<file path="src/rtl/mbr_pkg.sv">
// Purpose: shared constants for the request handler of the fieldbus i/o node
// Assumes: one byte per clock on the request and response streams
// Notes:   all offsets and codes are those of the frame layout on the wire
package mbr_pkg;
    // ==========================================================
    // function codes
    localparam logic [7:0] READ_INPUT_BITS_CMD        = 8'h02;
    localparam logic [7:0] READ_HOLDING_WORDS_CMD     = 8'h03;
    localparam logic [7:0] READ_INPUT_WORDS_CMD       = 8'h04;
    localparam logic [7:0] WRITE_ONE_OUTPUT_BIT_CMD   = 8'h05;
    localparam logic [7:0] WRITE_ONE_OUTPUT_WORD_CMD  = 8'h06;
    localparam logic [7:0] READ_FIRST_OUTPUT_BYTE_CMD = 8'h07;
    localparam logic [7:0] EXC_FLAG                   = 8'h80;
    // ==========================================================
    // exception codes
    localparam logic [7:0] EXC_NONE  = 8'h00;
    localparam logic [7:0] EXC_FUNC  = 8'h01;
    localparam logic [7:0] EXC_ADDR  = 8'h02;
    localparam logic [7:0] EXC_VALUE = 8'h03;
    localparam logic [7:0] EXC_FAIL  = 8'h04;
    // ==========================================================
    // frame layout: byte positions of the header fields
    localparam logic [3:0] HDR_LEN  = 4'hc;
    localparam int         POS_TID  = 0;
    localparam int         POS_LEN  = 4;
    localparam int         POS_UNIT = 6;
    localparam int         POS_FC   = 7;
    localparam int         POS_ADDR = 8;
    localparam int         POS_QTY  = 10;
    localparam int         POS_DATA = 9;
    localparam int         RSP_MAX  = 25;
    // response totals in bytes, header of six included
    localparam logic [4:0] TOT_SHORT = 5'h09;
    localparam logic [4:0] TOT_ECHO  = 5'h0c;
    localparam logic [4:0] TOT_HEAD  = 5'h06;
    // ==========================================================
    // process image and address map
    localparam logic [15:0] OUT_OFS    = 16'h0200;
    localparam logic [15:0] IN_BITS    = 16'h0040;
    localparam logic [15:0] OUT_BITS   = 16'h0040;
    localparam logic [15:0] IN_WORDS   = 16'h0008;
    localparam logic [15:0] OUT_WORDS  = 16'h0008;
    localparam logic [15:0] COIL_ON    = 16'hff00;
    localparam logic [15:0] COIL_OFF   = 16'h0000;
    localparam int          NBITS      = 64;
    localparam int          NWORDS     = 8;
    // ==========================================================
    // one-hot handler states
    typedef enum logic [2:0] {
        ST_RECV = 3'h1,
        ST_EXEC = 3'h2,
        ST_SEND = 3'h4
    } mbr_state_t;
endpackage

</file>
<file path="src/rtl/mbr_sync.sv">
// Purpose: two-stage synchroniser for the process input pins
// Assumes: each bit is a slow level; words may tear across one sample
// Notes:   first stage feeds only the second stage
`timescale 1ns/1ps
module mbr_sync #(
    parameter int W = 8
) (
    input  wire logic         mclk,
    input  wire logic         rst,
    input  wire logic [W-1:0] d,
    output logic      [W-1:0] q
);
    typedef struct packed {
        logic [W-1:0] meta;
        logic [W-1:0] stg;
    } mbr_sync_t;

    mbr_sync_t s_ff;
    mbr_sync_t nxt_s;

    // ==========================================================
    // next state: shift the pin level through two stages
    always_comb begin
        nxt_s      = s_ff;
        nxt_s.meta = d;
        nxt_s.stg  = s_ff.meta;
    end

    always_ff @(posedge mclk) begin
        if (rst) begin
            s_ff <= '0;
        end else begin
            s_ff <= nxt_s;
        end
    end

    assign q = s_ff.stg;
endmodule

</file>
<file path="src/rtl/mbr_handler.sv">
// Purpose: decodes one request frame, updates the output image, builds the reply frame
// Assumes: frames arrive as bytes, first byte first, last byte flagged
// Notes:   one frame at a time; a new frame is taken only after the reply has left
//
// Behaviour
// - function 0x02 returns requested discrete input bits from the input image
// - an input that is on reads as one, off reads as zero
// - first requested bit goes to bit 0 of first data byte, ascending
// - unused high bits of the last data byte are zero
// - bit reply is function code, byte count, packed data bytes; a read of 17 to 24 bits gets the address and quantity echoed instead
// - function 0x03 returns the addressed words of the input image, the same source as 0x04
// - register reply has two bytes per register after byte count twice quantity
// - each register is sent high byte first, then low byte
// - function 0x04 returns input register words, formatted like 0x03
// - function 0x05 writes one output bit; 0xff00 switches it on
// - coil write takes bit address from bytes 8-9 and echoes address and value
// - function 0x06 writes the 16-bit value into the addressed output word
// - register write reply echoes function code, address and value
// - function 0x07 returns one byte: first 8 bits of output image
// - bad request gets exception 0x01 function, 0x02 address, 0x03 value, 0x04 failure
// - read address plus 0x0200 reads back the output image
`timescale 1ns/1ps
module mbr_handler (
    input  wire logic              mclk,
    input  wire logic              rst,
    input  wire logic              req_valid,
    input  wire logic [7:0]        req_data,
    input  wire logic              req_last,
    output logic                   req_ready,
    output logic                   rsp_valid,
    output logic      [7:0]        rsp_data,
    output logic                   rsp_last,
    input  wire logic              rsp_ready,
    input  wire logic [63:0]       in_bits,
    input  wire logic [7:0][15:0]  in_words,
    input  wire logic              dev_fail,
    output logic      [63:0]       out_bits,
    output logic      [7:0][15:0]  out_words
);
    typedef struct packed {
        mbr_pkg::mbr_state_t state;
        logic [3:0]          cnt;
        logic [11:0][7:0]    hdr;
        logic [24:0][7:0]    rsp;
        logic [4:0]          left;
        logic                exc;
        logic [63:0]         obits;
        logic [7:0][15:0]    owords;
    } mbr_st_t;

    mbr_st_t           s_ff;
    mbr_st_t           nxt_s;
    logic [63:0]       ibits;
    logic [7:0][15:0]  iwords;
    logic              fail;

    // ==========================================================
    // pins of the input image and the fault level cross into mclk
    mbr_sync #(.W(193)) u_sync (
        .mclk (mclk),
        .rst  (rst),
        .d    ({dev_fail, in_words, in_bits}),
        .q    ({fail, iwords, ibits})
    );

    // ==========================================================
    // range check shared by bit and word reads
    function automatic logic area_ok(input logic [15:0] a, input logic [15:0] q,
                                     input logic [15:0] lim_in, input logic [15:0] lim_out);
        logic [16:0] top;
        top = 17'(a) + 17'(q);
        if (a < mbr_pkg::OUT_OFS) begin
            area_ok = top <= 17'(lim_in);
        end else begin
            area_ok = (top - 17'(mbr_pkg::OUT_OFS)) <= 17'(lim_out);
        end
    endfunction

    // ==========================================================
    // next state: receive, execute, send
    always_comb begin
        logic [7:0]  fc;
        logic [15:0] addr;
        logic [15:0] qty;
        logic [15:0] base;
        logic [7:0]  code;
        logic [4:0]  tot;
        logic [63:0] bsrc;
        logic [63:0] bdat;
        logic [7:0][15:0] wsrc;
        logic [15:0] w;
        logic        short_req;
        fc        = s_ff.hdr[mbr_pkg::POS_FC];
        addr      = {s_ff.hdr[mbr_pkg::POS_ADDR], s_ff.hdr[mbr_pkg::POS_ADDR+1]};
        qty       = {s_ff.hdr[mbr_pkg::POS_QTY], s_ff.hdr[mbr_pkg::POS_QTY+1]};
        base      = (addr >= mbr_pkg::OUT_OFS) ? addr - mbr_pkg::OUT_OFS : addr;
        bsrc      = (addr >= mbr_pkg::OUT_OFS) ? s_ff.obits : ibits;
        wsrc      = (addr >= mbr_pkg::OUT_OFS) ? s_ff.owords : iwords;
        code      = mbr_pkg::EXC_NONE;
        tot       = mbr_pkg::TOT_SHORT;
        bdat      = '0;
        w         = '0;
        short_req = s_ff.cnt < mbr_pkg::HDR_LEN;
        nxt_s     = s_ff;
        unique case (s_ff.state)
            mbr_pkg::ST_RECV: begin
                // bytes past the header are swallowed; no request here carries any
                if (req_valid) begin
                    if (s_ff.cnt < mbr_pkg::HDR_LEN) begin
                        nxt_s.hdr[s_ff.cnt] = req_data;
                        nxt_s.cnt           = s_ff.cnt + 4'h1;
                    end
                    if (req_last) begin
                        nxt_s.state = mbr_pkg::ST_EXEC;
                    end
                end
            end
            mbr_pkg::ST_EXEC: begin
                nxt_s.rsp = '0;
                for (int i = 0; i < 4; i++) begin
                    nxt_s.rsp[mbr_pkg::POS_TID+i] = s_ff.hdr[mbr_pkg::POS_TID+i];
                end
                nxt_s.rsp[mbr_pkg::POS_UNIT] = s_ff.hdr[mbr_pkg::POS_UNIT];
                nxt_s.rsp[mbr_pkg::POS_FC]   = fc;
                if (fc == mbr_pkg::READ_INPUT_BITS_CMD) begin
                    if (short_req || qty == 16'h0000 || qty > mbr_pkg::IN_BITS) begin
                        code = mbr_pkg::EXC_VALUE;
                    end else if (!area_ok(addr, qty, mbr_pkg::IN_BITS, mbr_pkg::OUT_BITS)) begin
                        code = mbr_pkg::EXC_ADDR;
                    end else begin
                        // ascending bits from bit 0; beyond the quantity stays zero
                        for (int i = 0; i < mbr_pkg::NBITS; i++) begin
                            if (16'(i) < qty) begin
                                bdat[i] = bsrc[6'(base) + 6'(i)];
                            end
                        end
                        nxt_s.rsp[8] = 8'((qty + 16'h0007) >> 3);
                        for (int b = 0; b < 8; b++) begin
                            nxt_s.rsp[mbr_pkg::POS_DATA+b] = bdat[8*b +: 8];
                        end
                        tot = mbr_pkg::TOT_SHORT + 5'((qty + 16'h0007) >> 3);
                    end
                end else if (fc == mbr_pkg::READ_HOLDING_WORDS_CMD || fc == mbr_pkg::READ_INPUT_WORDS_CMD) begin
                    if (short_req || qty == 16'h0000 || qty > mbr_pkg::IN_WORDS) begin
                        code = mbr_pkg::EXC_VALUE;
                    end else if (!area_ok(addr, qty, mbr_pkg::IN_WORDS, mbr_pkg::OUT_WORDS)) begin
                        code = mbr_pkg::EXC_ADDR;
                    end else begin
                        for (int k = 0; k < mbr_pkg::NWORDS; k++) begin
                            w = (16'(k) < qty) ? wsrc[3'(base) + 3'(k)] : 16'h0000;
                            nxt_s.rsp[mbr_pkg::POS_DATA+2*k]   = w[15:8];
                            nxt_s.rsp[mbr_pkg::POS_DATA+2*k+1] = w[7:0];
                        end
                        nxt_s.rsp[8] = 8'(qty << 1);
                        tot = mbr_pkg::TOT_SHORT + 5'(qty << 1);
                    end
                end else if (fc == mbr_pkg::WRITE_ONE_OUTPUT_BIT_CMD) begin
                    if (short_req) begin
                        code = mbr_pkg::EXC_VALUE;
                    end else if (addr >= mbr_pkg::OUT_BITS) begin
                        code = mbr_pkg::EXC_ADDR;
                    end else if (qty != mbr_pkg::COIL_ON && qty != mbr_pkg::COIL_OFF) begin
                        code = mbr_pkg::EXC_VALUE;
                    end else begin
                        nxt_s.obits[6'(addr)] = (qty == mbr_pkg::COIL_ON);
                        tot = mbr_pkg::TOT_ECHO;
                    end
                end else if (fc == mbr_pkg::WRITE_ONE_OUTPUT_WORD_CMD) begin
                    if (short_req) begin
                        code = mbr_pkg::EXC_VALUE;
                    end else if (addr >= mbr_pkg::OUT_WORDS) begin
                        code = mbr_pkg::EXC_ADDR;
                    end else begin
                        nxt_s.owords[3'(addr)] = qty;
                        tot = mbr_pkg::TOT_ECHO;
                    end
                end else if (fc == mbr_pkg::READ_FIRST_OUTPUT_BYTE_CMD) begin
                    nxt_s.rsp[8] = s_ff.obits[7:0];
                end else begin
                    code = mbr_pkg::EXC_FUNC;
                end
                // write replies are a plain echo of address and value
                if (tot == mbr_pkg::TOT_ECHO) begin
                    for (int i = 8; i < 12; i++) begin
                        nxt_s.rsp[i] = s_ff.hdr[i];
                    end
                end
                // a failed node answers everything with the failure code
                if (fail) begin
                    code = mbr_pkg::EXC_FAIL;
                end
                if (code != mbr_pkg::EXC_NONE) begin
                    nxt_s.rsp[24:8] = '0;
                    // a refused request, a failed node too, must leave both output images alone
                    nxt_s.obits  = s_ff.obits;
                    nxt_s.owords = s_ff.owords;
                    nxt_s.rsp[mbr_pkg::POS_FC] = fc | mbr_pkg::EXC_FLAG;
                    nxt_s.rsp[8] = code;
                    tot = mbr_pkg::TOT_SHORT;
                end
                nxt_s.rsp[mbr_pkg::POS_LEN+1] = 8'(tot - mbr_pkg::TOT_HEAD);
                nxt_s.exc   = code != mbr_pkg::EXC_NONE;
                nxt_s.left  = tot;
                nxt_s.state = mbr_pkg::ST_SEND;
            end
            mbr_pkg::ST_SEND: begin
                // shifting keeps the data output straight off a flop
                if (rsp_ready) begin
                    nxt_s.rsp  = s_ff.rsp >> 8;
                    nxt_s.left = s_ff.left - 5'h01;
                    if (s_ff.left == 5'h01) begin
                        nxt_s.state = mbr_pkg::ST_RECV;
                        nxt_s.cnt   = 4'h0;
                    end
                end
            end
            default: begin
                nxt_s.state = mbr_pkg::ST_RECV;
            end
        endcase
    end

    always_ff @(posedge mclk) begin
        if (rst) begin
            s_ff       <= '0;
            s_ff.state <= mbr_pkg::ST_RECV;
        end else begin
            s_ff <= nxt_s;
        end
    end

    // ==========================================================
    // outputs
    assign req_ready = s_ff.state == mbr_pkg::ST_RECV;
    assign rsp_valid = s_ff.state == mbr_pkg::ST_SEND;
    assign rsp_data  = s_ff.rsp[0];
    assign rsp_last  = rsp_valid && s_ff.left == 5'h01;
    assign out_bits  = s_ff.obits;
    assign out_words = s_ff.owords;

    // ==========================================================
    // checks
    logic [7:0]  a_fc;
    logic [15:0] a_addr;
    logic [15:0] a_qty;
    assign a_fc   = s_ff.hdr[mbr_pkg::POS_FC];
    assign a_addr = {s_ff.hdr[8], s_ff.hdr[9]};
    assign a_qty  = {s_ff.hdr[10], s_ff.hdr[11]};
endmodule

</file>
<file path="config.mk">
export PLATFORM = sky130hd
export DESIGN_NAME = mbr_handler
export DESIGN_NICKNAME = d
export VERILOG_FILES = /design/src/rtl/mbr_pkg.sv /design/src/rtl/mbr_sync.sv /design/src/rtl/mbr_handler.sv
export SDC_FILE = /design/constraint.sdc
export NUM_CORES = 2
export LEC_CHECK = 0
export ABC_AREA = 1
export BUFFER_PORTS_ARGS = -buffer_cell sky130_fd_sc_hd__buf_2
export CAP_MARGIN = 20
export CORE_MARGIN = 8
export CORE_UTILIZATION = 45
export DETAILED_ROUTE_END_ITERATION = 7
export HOLD_SLACK_MARGIN = 0.03
export SKIP_CTS_REPAIR_TIMING = 1
export SYNTH_ARGS = -nofsm -noshare
export SYNTH_HDL_FRONTEND = slang
export SYNTH_SLANG_ARGS = --single-unit
</file>
<file path="constraint.sdc">
create_clock -name mclk -period 5.6 [get_ports mclk]
set_input_delay 1.4 -clock mclk [delete_from_list [all_inputs] [get_ports mclk]]
set_output_delay 1.4 -clock mclk [all_outputs]
set_load 0.02 [all_outputs]
</file>
==> impl_metrics.tcl <==
set metrics [dict create \
    status "finished clean" \
    clock_power_share 0.432 \
    start_util 0.454 \
    ys_warn_count 0 \
    hpwlAfterDp_mm 146 \
    routed_wl_mm 198 \
    finalHoldViolations 0 \
    vdd_drop_max_v 0.000252 \
    clk_latency_ps 730 \
    cp_num_buf_inv 6 \
    synth_xor_area_frac 0.0102 \
    p_comb_frac 0.139 \
    firstDrtPassIters 6 \
    synth_top_flop_cell "dfxtp_1" \
    path_clk_slew_ps 60 \
    ys_ff_latch 870 \
    worstSetupPathType "reg2reg" \
    seqPwrFrac 0.428 \
    fp.dieArea_mm2 0.115 \
    min_period_ps 5270 \
    hold_start "u_sync.nxt_s[120]" \
    numPortBuffers 408 \
    num_vias 47700 \
    rr_startpoint "a_addr[1]" \
    min_path_type "reg2reg" \
    met3_usage 0.0675 \
    grt_pass1_vias 43400 \
    grt_overflow 0 \
    antenna_found_initial 5 \
    h-tree-depth 3 \
    cts-buffers-inserted 94 \
    reg2reg_slack_ps 330 \
    intPower_mw 10.6 \
    reg2reg_to "s_ff[329]" \
    setup-tns-final_ps 0 \
    synth_compound_gate_area_share 0.209 \
    crit_path_max_fanout 56 \
    synthAdderAreaFrac 0.0145 \
    clockRootBuffer "clkbuf_16" \
    cap_viol_max_count 0 \
    crit_top_cell "nand2_1" \
    setup-violations-final 0 \
    ys_seq_area_frac 0.370 \
    slew_headroom 0.216 \
    post_dp_cell_area_mm2 0.0485 \
    startpoint_type "register" \
    coreArea_mm2 0.104 \
    worstPathArrival_ps 5830 \
    syn_area_mm2 0.0470 \
    fin_area_mm2 0.0517 \
    final_antenna_net_count 0 \
    syn_area_per_cell_um2 6.54 \
    tritoncts "built" \
    hold_depth 2 \
    drive_above_1_share 0.112 \
    rows 118 \
    end_kind "register" \
    synth_simple_gate_area_frac 0.236 \
    timing.final.crit_share 0.942 \
    fin_nets 7423 \
    rsz0062_at_grt "no" \
    use_met2 0.509 \
    synth.area.mux_share 0.00617 \
    netSwitchingPower_mw 4.44 \
    cts_max_path_buffers 3 \
    required_ps 6160 \
    synth_edf_count 0 \
    report.final.slew_viol_count 0 \
    clkSinkCount 870 \
    final.setup_skew_ps 57.9 \
    switching_share 0.295 \
    yosysTopAreaCell "dfxtp_1" \
    critPathSlowestCell "buf_4" \
    async_flop_share 0 \
    p_leak_nw 22.3 \
    busiest_layer "met2" \
    syn_inst 7198 \
    powerDensity_mw_per_mm2 292 \
    syn_to_final_growth_pct 9.85 \
    drc_errors 0 \
    drt-initial-drc-count 5978 \
    crit_chain "buf_4 -> inv_2 -> buf_4 -> ha_1 -> nand2_1 -> inv_1 -> nor2_1 -> xor2_1 -> clkinv_1 -> o21ai_0 -> inv_1 -> nand2_1 -> o21ai_0 -> mux2i_1 -> o22ai_1 -> nand2_1 -> a31oi_1" \
    viasPerCell 5.54 \
    cpLargestDelayFamily "buffers and inverters" \
    slowest_delay_ps 570 \
    tightestPinTransition_ps 1170 \
    ioPinCount 409 \
    finalWeightedCongestion 1.06 \
    r2r_cells 17 \
    met1_usage 0.436 \
    fp.dieH_um 339 \
    synthTopCellsByArea "dfxtp_1, nand2_1, o21ai_0" \
    grt_pass1_wl_mm 289 \
    grt_util_all_layers 0.326 \
    synth_top_area_share 0.370 \
    synth.distinct_cells 59 \
    clock.fmax_ghz 0.190 \
    grt_max_degree 246 \
    fp.dieW_um 339 \
    min_to "u_sync.q[120]" \
    syn_nets 7458 \
    post_drt_wl_per_cell_um 23.0 \
    synth_top_family_by_area "simple AND/OR/NAND/NOR gates" \
]
cell usage after synthesis, types with 9 or more instances:
library cell,instances
nor2_2,21
nor2_4,10
buf_4,210
clkinv_1,19
o211ai_1,94
o21ai_1,72
o21ai_0,1012
xor2_1,43
inv_2,12
inv_1,1022
a211oi_1,9
o31ai_1,14
o2111ai_1,32
xnor2_1,10
buf_2,47
dfxtp_1,870
nand2_1,1473
clkbuf_1,330
buf_1,49
ha_1,53
nor2_1,696
mux2i_1,29
o32ai_1,12
nand4_1,29
nor4_1,21
or2_2,71
a21oi_1,365
nor3_1,151
a31oi_1,166
nand3_1,187
through the flow:
stage	worst slack, ps	hold WS (ps)	cells	power [mW]	util
floorplan	1490	388	7198	7.85	-
global placement	479	389	8446	8.63	0.468
detailed placement	530	392	8446	8.64	0.468
CTS	495	399	8618	15.1	0.499
global route	61.0	407	8619	15.6	0.499
finish	326	397	8620	15.1	0.499
power groups by stage:
stage | clock (mW) | combinational, mW | sequential, mW
after floorplan | 0 | 1.29 | 6.57
after global placement | 0 | 2.04 | 6.59
after detailed placement | 0 | 2.04 | 6.60
after CTS | 6.59 | 2.05 | 6.46
after global routing | 6.83 | 2.28 | 6.48
final | 6.52 | 2.10 | 6.46
cells by family after synthesis:
logic type,after synthesis
multiplexers,29
adder cells (fa/ha/maj),54
AO/OA/AOI/OAI,1813
flip-flops,870
buffers and inverters,1691
AND/OR/NAND/NOR,2687
XOR/XNOR,54
metal layers:
layer  vias up  routed length (µm)
li1      22800                   -
met1     22200               83800
met2      2271               86400
met3       469               18200
met4         4                9840
met5         -                  30
sequential cells by signal, summed over array words and instances, names as in the netlist:
signal / cells
a_addr: 16
a_fc: 8
a_qty: 16
out_bits: 64
out_words: 128
rsp_data: 8
s_ff: 244
u_sync.nxt_s: 193
u_sync.q: 193
worst reg2reg max path: stages, from the launching register on:
cell and delay (ps):
dfxtp_2 390, buf_4 570, inv_2 320, buf_4 340, ha_1 260, nand2_1 480, inv_1 200, nor2_1 270
xor2_1 520, clkinv_1 410, o21ai_0 320, inv_1 90, nand2_1 60, o21ai_0 220, mux2i_1 380, o22ai_1 160
nand2_1 90, a31oi_1 70
area by class of cell:
class,instances,area [µm²]
fillers,10900,52000
multi-input cells,4637,22500
flip-flops and latches,870,17400
inverters,1054,3980
repair buffers,506,2880
clock buffers,140,2750
well taps,1380,1730
clock inverters,32,465
diodes,1,2.50
worst max-delay path by stage:
stage / from / to / slack, ps / cells past startpoint
2_1_floorplan: a_addr[1] / s_ff[382] / 1490 / 17
3_3_place_gp: a_addr[1] / s_ff[329] / 480 / 17
3_5_place_dp: a_addr[1] / s_ff[329] / 530 / 17
4_1_cts: a_addr[1] / s_ff[329] / 500 / 17
5_1_grt: a_addr[1] / s_ff[281] / 60 / 17
6_report: a_addr[1] / s_ff[329] / 330 / 17
placed cells by master, fill, tap and decap left out, drive strengths merged, types with 5 or more instances in the layout:
cell type / n
o2111ai: 32
o22ai: 8
o31ai: 14
inv: 1039
nor2: 729
buf: 505
o211ai: 94
o21a: 7
dfxtp: 870
a31oi: 166
o21ai: 1085
bufinv: 7
nand4: 29
or2: 72
clkinv: 34
xor2: 44
a211oi: 9
nand3: 192
clkinvlp: 6
mux2i: 29
clkbuf: 141
a21oi: 367
o32ai: 12
nor4: 22
nand2: 1485
nor3: 152
o41ai: 6
a21o: 5
ha: 53
xnor2: 10
(Power assumes the default switching activity.)
